--- src/design/cpl_stream_pkg.sv ---
package cpl_stream_pkg;

	// Requester completion sideband layout.
	localparam int RC_USER_W = 75;
	localparam int RC_BE_LO = 0;
	localparam int RC_BE_W = 32;
	localparam int RC_SOF0_BIT = 32;
	localparam int RC_SOF1_BIT = 33;
	localparam int RC_EOF0_LO = 34;
	localparam int RC_EOF1_LO = 38;
	localparam int RC_EOF_W = 4;
	localparam int RC_DISC_BIT = 42;
	localparam int RC_PAR_LO = 43;
	localparam int RC_PAR_W = 32;

	// Completion descriptor fields.
	localparam int DESC_POISON_BIT = 46;
	localparam int DESC_BCNT_LO = 16;
	localparam int DESC_BCNT_W = 13;
	localparam int DESC_ECRC_BIT = 95;

	// Served completion sideband layout.
	localparam int CC_USER_W = 33;
	localparam int CC_DISC_BIT = 0;

	localparam int STRADDLE_WIDTH = 256;
	localparam int WORD_BITS = 32;

	// Register offsets.
	localparam logic [3:0] REG_CTRL = 4'h0;
	localparam logic [3:0] REG_STATUS = 4'h4;
	localparam logic [3:0] REG_MASK = 4'h8;
	localparam logic [3:0] REG_COUNT = 4'hC;

	// Control bits and event bits.
	localparam int CTRL_STRADDLE = 0;
	localparam int EV_W = 4;
	localparam int EV_CC_POISON = 0;
	localparam int EV_CC_ECRC = 1;
	localparam int EV_CC_ABORT = 2;
	localparam int EV_RC_POISON = 3;

	typedef struct packed {
		logic poison;
		logic ecrc;
		logic abort;
		logic done;
	} cc_event_t;

	typedef enum logic [1:0] {
		CC_IDLE = 2'b00,
		CC_BODY = 2'b01
	} cc_state_t;

endpackage

--- src/design/completion_stream_adapter.sv ---
// The plain strobed port and the address map were chosen for this implementation.
`timescale 1ns/1ps
module completion_stream_adapter #(
	parameter int DATA_W = 256
) (
	// Clock and reset.
	input wire logic clk_i,
	input wire logic resetn_i,
	// Register port.
	input wire logic [3:0] reg_addr_i,
	input wire logic [31:0] reg_wdata_i,
	input wire logic reg_wr_i,
	input wire logic reg_rd_i,
	output logic [31:0] reg_rdata_o,
	output logic irq_o,
	// Core side of the requester completion stream.
	input wire logic core_valid_i,
	output logic core_ready_o,
	input wire logic [DATA_W-1:0] core_data_i,
	input wire logic [DATA_W/8-1:0] core_byte_en_i,
	input wire logic core_first_start_i,
	input wire logic [3:0] core_first_end_i,
	input wire logic core_second_start_i,
	input wire logic [3:0] core_second_end_i,
	input wire logic core_discontinue_i,
	input wire logic core_last_i,
	// Requester completion stream to user logic.
	output logic rc_valid_o,
	input wire logic rc_ready_i,
	output logic [DATA_W-1:0] rc_data_o,
	output logic [cpl_stream_pkg::RC_USER_W-1:0] req_completion_sideband_o,
	output logic [DATA_W/32-1:0] req_completion_word_keep_o,
	output logic rc_last_o,
	// Served completion stream from user logic.
	input wire logic cc_valid_i,
	output logic cc_ready_o,
	input wire logic [DATA_W-1:0] served_completion_payload_i,
	input wire logic [cpl_stream_pkg::CC_USER_W-1:0] served_completion_sideband_i,
	input wire logic [DATA_W/32-1:0] served_completion_word_keep_i,
	input wire logic cc_last_i,
	input wire logic core_cc_ready_i,
	output logic straddle_active_o
);
	localparam int WORDS = DATA_W / cpl_stream_pkg::WORD_BITS;
	localparam int WORD_BYTES = cpl_stream_pkg::WORD_BITS / 8;
	localparam bit STRADDLE_OK = (DATA_W == cpl_stream_pkg::STRADDLE_WIDTH);

	////////////////////////////////////////////////////////////////////////
	// Registers.
	logic ctrl_straddle;
	logic [cpl_stream_pkg::EV_W-1:0] status;
	logic [cpl_stream_pkg::EV_W-1:0] mask;
	logic [15:0] cc_done_count;
	logic next_ctrl_straddle;
	logic [cpl_stream_pkg::EV_W-1:0] next_status;
	logic [cpl_stream_pkg::EV_W-1:0] next_mask;
	logic [15:0] next_cc_done_count;
	logic [31:0] next_rdata;
	logic [cpl_stream_pkg::EV_W-1:0] ev;
	cpl_stream_pkg::cc_event_t cc_ev;
	logic [cpl_stream_pkg::DESC_BCNT_W-1:0] cc_bcnt;

	// The straddle enable cannot take effect on narrower streams.
	assign straddle_active_o = ctrl_straddle & STRADDLE_OK;

	always_comb begin
		next_ctrl_straddle = ctrl_straddle;
		next_mask = mask;
		next_status = status;
		next_cc_done_count = cc_done_count + {15'h0, cc_ev.done};
		next_rdata = '0;
		if (reg_wr_i) begin
			case (reg_addr_i)
				cpl_stream_pkg::REG_CTRL: next_ctrl_straddle = reg_wdata_i[cpl_stream_pkg::CTRL_STRADDLE];
				cpl_stream_pkg::REG_STATUS: next_status = status & ~reg_wdata_i[cpl_stream_pkg::EV_W-1:0];
				cpl_stream_pkg::REG_MASK: next_mask = reg_wdata_i[cpl_stream_pkg::EV_W-1:0];
				default: ;
			endcase
		end
		// Setting after clearing lets an event win over a simultaneous clear.
		next_status = next_status | ev;
		if (reg_rd_i) begin
			case (reg_addr_i)
				cpl_stream_pkg::REG_CTRL: next_rdata = {31'h0, straddle_active_o};
				cpl_stream_pkg::REG_STATUS: next_rdata = {28'h0, status};
				cpl_stream_pkg::REG_MASK: next_rdata = {28'h0, mask};
				cpl_stream_pkg::REG_COUNT: next_rdata = {3'h0, cc_bcnt, cc_done_count};
				default: next_rdata = '0;
			endcase
		end
	end

	always_ff @(posedge clk_i) begin
		if (!resetn_i) begin
			ctrl_straddle <= 1'b0;
			status <= '0;
			mask <= '0;
			cc_done_count <= '0;
			reg_rdata_o <= '0;
		end else begin
			ctrl_straddle <= next_ctrl_straddle;
			status <= next_status;
			mask <= next_mask;
			cc_done_count <= next_cc_done_count;
			reg_rdata_o <= next_rdata;
		end
	end

	assign irq_o = |(status & mask);

	////////////////////////////////////////////////////////////////////////
	// Requester completion output stage.
	logic rc_take;
	logic [cpl_stream_pkg::RC_USER_W-1:0] next_sideband;
	logic [WORDS-1:0] next_keep;
	logic rc_poison_seen;
	logic [cpl_stream_pkg::RC_PAR_W-1:0] next_parity;

	assign core_ready_o = !rc_valid_o || rc_ready_i;
	assign rc_take = core_valid_i && core_ready_o;

	genvar gw;
	generate
		for (gw = 0; gw < WORDS; gw++) begin : g_word
			// One keep bit per word, set when any byte of it is enabled.
			assign next_keep[gw] = |core_byte_en_i[gw*WORD_BYTES +: WORD_BYTES];
			assign next_parity[gw] = ~^core_data_i[gw*cpl_stream_pkg::WORD_BITS +: cpl_stream_pkg::WORD_BITS];
		end
		// Parity bits beyond the stream's word count read as zero.
		if (WORDS < cpl_stream_pkg::RC_PAR_W) begin : g_par_pad
			assign next_parity[cpl_stream_pkg::RC_PAR_W-1:WORDS] = '0;
		end
	endgenerate

	always_comb begin
		next_sideband = '0;
		next_sideband[cpl_stream_pkg::RC_PAR_LO +: cpl_stream_pkg::RC_PAR_W] = next_parity;
		next_sideband[cpl_stream_pkg::RC_BE_LO +: DATA_W/8] = core_byte_en_i;
		next_sideband[cpl_stream_pkg::RC_SOF0_BIT] = core_first_start_i;
		next_sideband[cpl_stream_pkg::RC_EOF0_LO +: cpl_stream_pkg::RC_EOF_W] = core_first_end_i;
		if (straddle_active_o) begin
			next_sideband[cpl_stream_pkg::RC_SOF1_BIT] = core_second_start_i;
			next_sideband[cpl_stream_pkg::RC_EOF1_LO +: cpl_stream_pkg::RC_EOF_W] = core_second_end_i;
		end
		// Left at zero otherwise, so stale values cannot mislead the user.
		next_sideband[cpl_stream_pkg::RC_DISC_BIT] = core_discontinue_i;
	end

	always_ff @(posedge clk_i) begin
		if (!resetn_i) begin
			rc_valid_o <= 1'b0;
			rc_data_o <= '0;
			req_completion_sideband_o <= '0;
			req_completion_word_keep_o <= '0;
			rc_last_o <= 1'b0;
		end else begin
			if (core_ready_o)
				rc_valid_o <= core_valid_i;
			if (rc_take) begin
				rc_data_o <= core_data_i;
				req_completion_sideband_o <= next_sideband;
				req_completion_word_keep_o <= next_keep;
				rc_last_o <= core_last_i;
			end
		end
	end

	// Poison is only examined on a beat that opens a completion.
	assign rc_poison_seen = rc_valid_o && rc_ready_i &&
		(req_completion_sideband_o[cpl_stream_pkg::RC_SOF0_BIT] ||
		req_completion_sideband_o[cpl_stream_pkg::RC_SOF1_BIT]) &&
		rc_data_o[cpl_stream_pkg::DESC_POISON_BIT];

	////////////////////////////////////////////////////////////////////////
	// Served completion observation.
	assign cc_ready_o = core_cc_ready_i;

	cc_tracker #(.DATA_W(DATA_W)) u_cc (
		.clk_i(clk_i),
		.resetn_i(resetn_i),
		.beat_i(cc_valid_i && cc_ready_o),
		.last_i(cc_last_i),
		.data_i(served_completion_payload_i),
		.user_i(served_completion_sideband_i),
		.event_o(cc_ev),
		.byte_count_o(cc_bcnt)
	);

	always_comb begin
		ev = '0;
		ev[cpl_stream_pkg::EV_CC_POISON] = cc_ev.poison;
		ev[cpl_stream_pkg::EV_CC_ECRC] = cc_ev.ecrc;
		ev[cpl_stream_pkg::EV_CC_ABORT] = cc_ev.abort;
		ev[cpl_stream_pkg::EV_RC_POISON] = rc_poison_seen;
	end

	////////////////////////////////////////////////////////////////////////
	// Checks.
	a_rc_hold: assert property (@(posedge clk_i) disable iff (!resetn_i)
		rc_valid_o && !rc_ready_i |=> rc_valid_o && $stable(rc_data_o) && $stable(rc_last_o)
		&& $stable(req_completion_sideband_o))
		else $error("Completion beat changed while stalled.");
	a_second_quiet: assert property (@(posedge clk_i) disable iff (!resetn_i)
		!$past(straddle_active_o) && $past(rc_take) |-> !req_completion_sideband_o[cpl_stream_pkg::RC_SOF1_BIT])
		else $error("Second start flagged without straddling.");
	a_first_start: assert property (@(posedge clk_i) disable iff (!resetn_i)
		rc_take |=> req_completion_sideband_o[cpl_stream_pkg::RC_SOF0_BIT] == $past(core_first_start_i)
		&& req_completion_sideband_o[cpl_stream_pkg::RC_EOF0_LO +: cpl_stream_pkg::RC_EOF_W] == $past(core_first_end_i))
		else $error("First start or end position mismatch.");
	a_byte_en: assert property (@(posedge clk_i) disable iff (!resetn_i)
		rc_take |=> req_completion_sideband_o[DATA_W/8-1:0] == $past(core_byte_en_i)
		&& req_completion_word_keep_o == $past(next_keep))
		else $error("Byte enables not forwarded.");
	a_second_fields: assert property (@(posedge clk_i) disable iff (!resetn_i)
		rc_take && straddle_active_o |=>
		req_completion_sideband_o[cpl_stream_pkg::RC_EOF1_LO +: cpl_stream_pkg::RC_EOF_W] == $past(core_second_end_i))
		else $error("Second end position mismatch.");
	a_straddle_width: assert property (@(posedge clk_i) disable iff (!resetn_i)
		straddle_active_o |-> DATA_W == cpl_stream_pkg::STRADDLE_WIDTH)
		else $error("Straddling on a narrow stream.");
	a_poison_event: assert property (@(posedge clk_i) disable iff (!resetn_i)
		rc_poison_seen |=> status[cpl_stream_pkg::EV_RC_POISON])
		else $error("Poisoned completion not recorded.");
	a_abort_event: assert property (@(posedge clk_i) disable iff (!resetn_i)
		cc_valid_i && cc_ready_o && served_completion_sideband_i[cpl_stream_pkg::CC_DISC_BIT]
		|=> ##1 status[cpl_stream_pkg::EV_CC_ABORT])
		else $error("Discontinue not recorded.");
	c_straddle: cover property (@(posedge clk_i) rc_take && straddle_active_o && core_second_start_i);
	c_stall: cover property (@(posedge clk_i) rc_valid_o && !rc_ready_i ##1 rc_valid_o && rc_ready_i);
	c_cc_done: cover property (@(posedge clk_i) cc_valid_i && cc_ready_o && cc_last_i);
endmodule

--- src/design/cc_tracker.sv ---
`timescale 1ns/1ps
// Follows the served completion stream and reports descriptor flags.
module cc_tracker #(
	parameter int DATA_W = 256
) (
	// Clock and reset.
	input wire logic clk_i,
	input wire logic resetn_i,
	// Observed beat.
	input wire logic beat_i,
	input wire logic last_i,
	input wire logic [DATA_W-1:0] data_i,
	input wire logic [cpl_stream_pkg::CC_USER_W-1:0] user_i,
	// Results.
	output cpl_stream_pkg::cc_event_t event_o,
	output logic [cpl_stream_pkg::DESC_BCNT_W-1:0] byte_count_o
);
	cpl_stream_pkg::cc_state_t state;
	cpl_stream_pkg::cc_state_t next_state;
	cpl_stream_pkg::cc_event_t next_event;
	logic [cpl_stream_pkg::DESC_BCNT_W-1:0] next_byte_count;

	always_comb begin
		next_state = state;
		next_event = '0;
		next_byte_count = byte_count_o;
		if (beat_i) begin
			// The descriptor is present only on the first beat of a completion.
			if (state == cpl_stream_pkg::CC_IDLE) begin
				next_event.poison = data_i[cpl_stream_pkg::DESC_POISON_BIT];
				next_event.ecrc = data_i[cpl_stream_pkg::DESC_ECRC_BIT];
				next_byte_count = data_i[cpl_stream_pkg::DESC_BCNT_LO +: cpl_stream_pkg::DESC_BCNT_W];
			end
			next_event.abort = user_i[cpl_stream_pkg::CC_DISC_BIT];
			next_event.done = last_i;
			case (state)
				cpl_stream_pkg::CC_IDLE: begin
					next_state = last_i ? cpl_stream_pkg::CC_IDLE : cpl_stream_pkg::CC_BODY;
				end
				cpl_stream_pkg::CC_BODY: begin
					if (last_i)
						next_state = cpl_stream_pkg::CC_IDLE;
				end
				default: begin
					next_state = cpl_stream_pkg::CC_IDLE;
				end
			endcase
		end
	end

	always_ff @(posedge clk_i) begin
		if (!resetn_i) begin
			state <= cpl_stream_pkg::CC_IDLE;
			event_o <= '0;
			byte_count_o <= '0;
		end else begin
			state <= next_state;
			event_o <= next_event;
			byte_count_o <= next_byte_count;
		end
	end
endmodule

--- config.mk ---
export PLATFORM = sky130hd
export DESIGN_NAME = completion_stream_adapter
export DESIGN_NICKNAME = d
export VERILOG_FILES = /design/src/design/cpl_stream_pkg.sv /design/src/design/completion_stream_adapter.sv /design/src/design/cc_tracker.sv
export SDC_FILE = /design/constraint.sdc
export NUM_CORES = 1
export LEC_CHECK = 0
export CAP_MARGIN = 20
export CORE_AREA = 3 3 396 398
export CTS_CLUSTER_DIAMETER = 150
export DETAILED_ROUTE_END_ITERATION = 6
export DIE_AREA = 0 0 399 401
export DONT_BUFFER_PORTS = 1
export PLACE_DENSITY_LB_ADDON = 0.2
export SLEW_MARGIN = 20
export SYNTH_ARGS = -nofsm -noshare
export SYNTH_HDL_FRONTEND = slang
export SYNTH_HIERARCHICAL = 1
export SYNTH_SLANG_ARGS = --single-unit
--- constraint.sdc ---
create_clock -name clk_i -period 2.12 [get_ports clk_i]
set_input_delay 0.106 -clock clk_i [delete_from_list [all_inputs] [get_ports clk_i]]
set_output_delay 0.106 -clock clk_i [all_outputs]
set_load 0.05 [all_outputs]
==> results.json, run 1 <==
{
  "status": "finished clean",
  "yosysMostFrequentCell": "nand2_1",
  "worst_pin_slew_ns": 0.923,
  "drive_gt1_share_pct": 8.00,
  "netlist_area_sq_um": 16600,
  "period_minus_slack_ns": 2.03,
  "drt-total-wl_mm": 81.6,
  "grt_pass1_vias": 16000,
  "grt_pass1_wl_mm": 112,
  "layout.nets": 3125,
  "port_buffers": 0,
  "clk_pin_slew_ns": 0.06,
  "track_usage_pct": 9.39,
  "ys_seq_area_share_pct": 46.8,
  "dieWidth_um": 399,
  "synth_edf_count": 0,
  "critPathLaunchType": "register",
  "core-area_sq_um": 154000,
  "crit_type": "reg2reg",
  "synth-seq-cells": 389,
  "timing.hold.ws_ns": 0.113,
  "die_h_um": 401,
  "drv_cap": 0,
  "insertion_delay_ns": 0.62,
  "cts_inserted_buffers": 54,
  "synth-main-ff-cell": "dfxtp_1",
  "path_max_fanout": 5,
  "htreeDepth": 2,
  "grt_start_max_net_pins": 376,
  "viasPerCell": 3.27,
  "powerDensity_nw_per_um2": 867,
  "num_vias": 14900,
  "drcViolationCount": 0,
  "slew_violations": 0,
  "synth_area_leaders": "dfxtp_1 (47%), nand2_1 (15%), a21boi_0 (13%)",
  "hpwl_mm": 55.1,
  "clock.fmax_mhz": 493,
  "cts_tree": "yes",
  "worstPathArrival_ns": 2.52,
  "yosysWarnings": 6,
  "ir_drop_uv": 612,
  "ys_types": 38,
  "netSwitchingFraction_pct": 32.3,
  "hold_path_class": "in2reg",
  "worst_setup_path_end_kind": "register",
  "num_rows": 144,
  "root_buffer": "clkbuf_16",
  "grt_remaining_overflow": 0,
  "internal-power_mw": 15.8,
  "cts.path.max_buffers": 3,
  "syn_area_per_cell_sq_um": 8.75,
  "hold_viol": 0,
  "postRouteAntennaNets": 0,
  "cts.sinks": 389,
  "area_growth_pct": 62.2,
  "ios": 1019,
  "power.switching_mw": 7.55,
  "setup_viol": 0,
  "slew_headroom_pct": 38.5,
  "fin_skew_ns": 0.0226,
  "clock_power_share_pct": 41.4,
  "fin_crit_sh_pct": 95.6,
  "worstPathRequired_ns": 2.62,
  "synthTopCellsByCount": "nand2_1 (644), dfxtp_1 (389), a21boi_0 (286)",
  "pwr-share-comb_pct": 18.1,
  "synth.largest_area_cell": "dfxtp_1",
  "drt_iter0_drc": 509,
  "avgRoutedWirePerCell_um": 17.8,
  "drtPass1Iterations": 6,
  "die_area_sq_um": 160000,
  "async_flop_share_pct": 0,
  "initial_core_util_pct": 10.8,
  "fin_setup_tns_ns": 0,
  "antenna_found_initial": 9,
  "leakage_nw": 10.0,
  "synthCells": 1902,
  "place.gp.congestion": 0.752,
  "power_mw": 23.4,
  "synth_top_area_share_pct": 46.8,
  "seqPwrFrac_pct": 40.5
}
## area by class of cell
class                   count  area [sq um]
fillers                 17300        127000
multi-input cells        1395          8220
flip-flops and latches    389          7790
repair buffers            638          6530
well taps                2044          2560
clock buffers              85          1660
clock inverters            14           209
diodes                      5          12.5
inverters                   3          11.3
## timing repair
item / in CTS / in global routing
endpoints found under the setup margin: 0 / 120
endpoints found under the hold margin: 389 / 174
gates resized for setup: 0 / 16
buffers inserted: 0 / 12
hold buffers: 534 / 2
## sequential cells by signal, summed over array words and instances, names as in the netlist, 4 cells and up
| name | flops |
|---|---|
| status | 4 |
| mask | 4 |
| req_completion_word_keep_o | 8 |
| req_completion_sideband_o | 51 |
| rc_data_o | 256 |
| u_cc/byte_count_o | 13 |
| u_cc/event_o | 4 |
| cc_done_count | 16 |
| reg_rdata_o | 29 |
## cell usage in the layout (no fill, tap or decap), types with 28 or more instances in the layout
cell | Yosys | routed
nand2_1 | 644 | 643
dlygate4sd3_1 | 0 | 534
dfxtp_1 | 389 | 387
a21boi_0 | 286 | 283
xnor2_1 | 232 | 232
buf_4 | 40 | 77
clkbuf_16 | 0 | 62
and2_1 | 38 | 37
a21boi_1 | 27 | 30
xor2_1 | 28 | 28
## worst paths after layout
| kind | from | end | slack [ns] | cells after the start |
|---|---|---|---|---|
| max | rc_valid_o | req_completion_sideband_o[44] | 0.09 | 8 |
| min reg2reg | u_cc/byte_count_o[9] | reg_rdata_o[25] | 0.45 | 1 |
| min | reg_addr_i[0] | reg_rdata_o[6] | 0.11 | 5 |
| max reg2reg | rc_valid_o | req_completion_sideband_o[44] | 0.09 | 8 |
## per-layer routing
| metal | part of all wire (%) | vias up | track usage [%] |
|---|---|---|---|
| met2 | 47 | 513 | 15.7 |
| met1 | 39 | 7057 | 10.6 |
| met4 | 3.8 | 0 | 3.51 |
| li1 | - | 7232 | - |
| met3 | 9.9 | 137 | 3.96 |
| met5 | 0 | - | 0 |
## critical path, cell delays in order, from the launching register on
cell           delay (ns)
dfxtp_1              0.37
nand2b_4             0.10
and2_4               0.20
buf_12               0.13
buf_4                0.14
nand2_2              0.11
dlygate4sd3_1        0.62
buf_12               0.15
o21ai_1              0.07
## kinds of logic (layout without fill, tap and decap cells)
family                   after synthesis  in the layout  synth area share (%)
AND/OR/NAND/NOR                      741            742                  18.0
flip-flops                           389            389                  46.8
AO/OA/AOI/OAI                        342            342                  15.3
XOR/XNOR                             260            260                  13.7
buffers and inverters                145            740                  4.64
multiplexers                          22             22                  1.42
adder cells (fa/ha/maj)                2              2                 0.150
other                                  1             32                0.0225
## power groups by stage
stage               Combinational (mW)  Clock (mW)  Sequential, mW
floorplan                         2.12           0            9.57
finish                            4.24        9.69            9.47
global route                      4.69        10.4            9.52
detailed placement                3.34           0            9.64
global placement                  3.32           0            9.64
CTS                               4.22        10.2            9.48
## stage by stage
stage | util (%) | instances | setup slack (ns) | instance area [sq um]
2_1_floorplan | - | 1928 | 0.296 | 16700
3_3_place_gp | 12.6 | 3915 | 0.316 | 19400
3_5_place_dp | 12.6 | 3915 | 0.323 | 19400
4_1_cts | 17.3 | 4548 | 0.0129 | 26600
5_1_grt | 17.6 | 4571 | -0.000648 | 27000
6_report | 17.6 | 4573 | 0.0928 | 27000
No activity file was read; power rests on OpenSTA's default activity.
==> inputs of run 2 (changes only) <==
--- a/config.mk
+++ b/config.mk
@@ -13,4 +13,5 @@
 export DONT_BUFFER_PORTS = 1
 export PLACE_DENSITY_LB_ADDON = 0.2
+export SETUP_SLACK_MARGIN = 0.05
 export SLEW_MARGIN = 20
 export SYNTH_ARGS = -nofsm -noshare
==> constraint.sdc (replaced) <==
create_clock -name clk_i -period 2.12 [get_ports clk_i]
set_input_delay 0.53 -clock clk_i [delete_from_list [all_inputs] [get_ports clk_i]]
set_output_delay 0.53 -clock clk_i [all_outputs]
set_load 0.05 [all_outputs]
==> run 2 against run 1 <==
Net effect: register-to-register slack improved by 0.36 ns; global-route usage is 0.48 points lower; wire length decreased by 8.3%; worst setup slack better by 0.11 ns.
==> results.json, run 2 (synthesized netlist as in run 1, its figures left out) <==
{
  "layout.nets": 2772,
  "slew_violations": 0,
  "htreeDepth": 2,
  "regMostFlops": "rc_data_o",
  "port_buffers": 0,
  "critPathTopFamily": "flip-flops",
  "postRouteAntennaNets": 0,
  "leakage_nw": 8.00,
  "clock_power_share_pct": 40.2,
  "fin_crit_sh_pct": 90.3,
  "drt_iter0_drc": 484,
  "initial_core_util_pct": 10.8,
  "worst_setup_path_end_kind": "output port",
  "grt_remaining_overflow": 0,
  "status": "finished clean",
  "min_to": "rc_data_o[121]",
  "most-common-layout-cells": "nand2_1 (642), dfxtp_1 (389), a21boi_0 (286)",
  "track_usage_pct": 8.91,
  "worstSetupPathDepth": 2,
  "root_buffer": "clkbuf_16",
  "hold_viol": 0,
  "place.gp.congestion": 0.757,
  "dieWidth_um": 399,
  "worstHoldPathCells": 2,
  "timing.rr.end": "rc_data_o[93]",
  "setup_viol": 0,
  "final_common_cell": "nand2_1",
  "num_vias": 13200,
  "cp_num_buf_inv": 0,
  "worstHoldStart": "core_data_i[121]",
  "slowest_delay_ns": 0.33,
  "powerDensity_nw_per_um2": 949,
  "largest_registers": "rc_data_o x256, req_completion_sideband_o x51, reg_rdata_o x29",
  "fin_setup_tns_ns": 0,
  "crit_type": "reg2out",
  "fin_skew_ns": 0.0191,
  "dp_slack_ns": 0.0292,
  "slowest_stage": "dfxtp_1",
  "core-area_sq_um": 154000,
  "drive_gt1_share_pct": 7.71,
  "hold_path_class": "in2reg",
  "path_max_fanout": 3,
  "ff2ff_setup_slack_ns": 0.45,
  "internal-power_mw": 14.7,
  "cts.path.max_buffers": 3,
  "hpwl_mm": 54.5,
  "seqPwrFrac_pct": 43.7,
  "worstPathRequired_ns": 1.59,
  "power.switching_mw": 7.21,
  "antenna_found_initial": 2,
  "cts_tree": "yes",
  "critPathLaunchType": "register",
  "fin_area_sq_um": 23100,
  "r2r-start": "rc_valid_o",
  "largest_reg_flops": 256,
  "fin_ws_ns": 0.205,
  "clock.fmax_mhz": 522,
  "die_area_sq_um": 160000,
  "netSwitchingFraction_pct": 32.9,
  "drtPass1Iterations": 4,
  "timing.hold.ws_ns": 0.0779,
  "placed_area_sq_um": 19300,
  "insertion_delay_ns": 0.60,
  "critical_path.cell_chain": "a22oi_1 > nand2_2",
  "die_h_um": 401,
  "grt_pass1_wl_mm": 104,
  "viasPerCell": 3.14,
  "grt_start_max_net_pins": 376,
  "reg2reg_depth": 6,
  "worstPathArrival_ns": 1.39,
  "drt-total-wl_mm": 74.9,
  "ios": 1019,
  "num_rows": 144,
  "slew_headroom_pct": 46.3,
  "clk_pin_slew_ns": 0.06,
  "worst_pin_slew_ns": 0.795,
  "pwr-share-comb_pct": 16.1,
  "grt_pass1_vias": 14000,
  "cts_inserted_buffers": 53,
  "cts.sinks": 389,
  "drcViolationCount": 0,
  "rsz0062_at_grt": "no",
  "area_growth_pct": 38.8,
  "avgRoutedWirePerCell_um": 17.8,
  "post-route-util_pct": 15.0,
  "ir_drop_uv": 478,
  "drv_cap": 0,
  "period_minus_slack_ns": 1.92
}
run 2: worst reg2reg max path: stages (launching register included):
cell and delay, ns:
dfxtp_1 0.33, nand2b_4 0.12, and2_4 0.30, buf_12 0.29
buf_4 0.29, nand2_1 0.10, a21boi_0 0.15
run 2: worst max-delay path by stage:
stage,start,to,slack [ns]
final,status[3],irq_o,0.20
after global routing,rc_data_o[119],rc_data_o[119],0.07
after CTS,status[3],irq_o,0.1
after detailed placement,core_data_i[214],req_completion_sideband_o[49],0.03
after global placement,core_data_i[208],req_completion_sideband_o[49],0.05
after floorplan,rc_valid_o,rc_data_o[118],0.30
run 2: layout make-up:
| class | instances | area, sq um |
|---|---|---|
| fillers | 17500 | 131000 |
| clock buffers | 85 | 1590 |
| diodes | 3 | 7.51 |
| repair buffers | 287 | 2860 |
| clock inverters | 9 | 90.1 |
| flip-flops and latches | 389 | 7790 |
| well taps | 2044 | 2560 |
| inverters | 3 | 11.3 |
| multi-input cells | 1394 | 8200 |
run 2: through the flow:
step	power, mW	cells
2_1_floorplan	11.7	1928
3_3_place_gp	13.1	3910
3_5_place_dp	13.1	3910
4_1_cts	22.6	4211
5_1_grt	23.2	4211
6_report	21.9	4214
run 2: per-layer routing:
metal,track usage (%),wire length [um],up-vias
met4,2.40,1950,0
met1,9.59,28300,6176
met2,15.5,36200,463
met3,4.27,8430,82
met5,0,0,-
li1,-,-,6523
run 2: repair_timing:
| item | in CTS | in global routing |
|---|---|---|
| gates resized for setup | 1 | 0 |
| endpoints found under the hold margin | 207 | 0 |
| setup endpoints to repair | 1 | 0 |
| buffers inserted | 0 | 0 |
| hold buffers | 207 | 0 |
run 2: power groups by stage:
stage | logic [mW] | clock network [mW] | registers [mW]
final | 3.54 | 8.82 | 9.57
after global routing | 3.91 | 9.63 | 9.63
after CTS | 3.70 | 9.35 | 9.59
after detailed placement | 3.34 | 0 | 9.75
after global placement | 3.32 | 0 | 9.75
after floorplan | 2.12 | 0 | 9.57
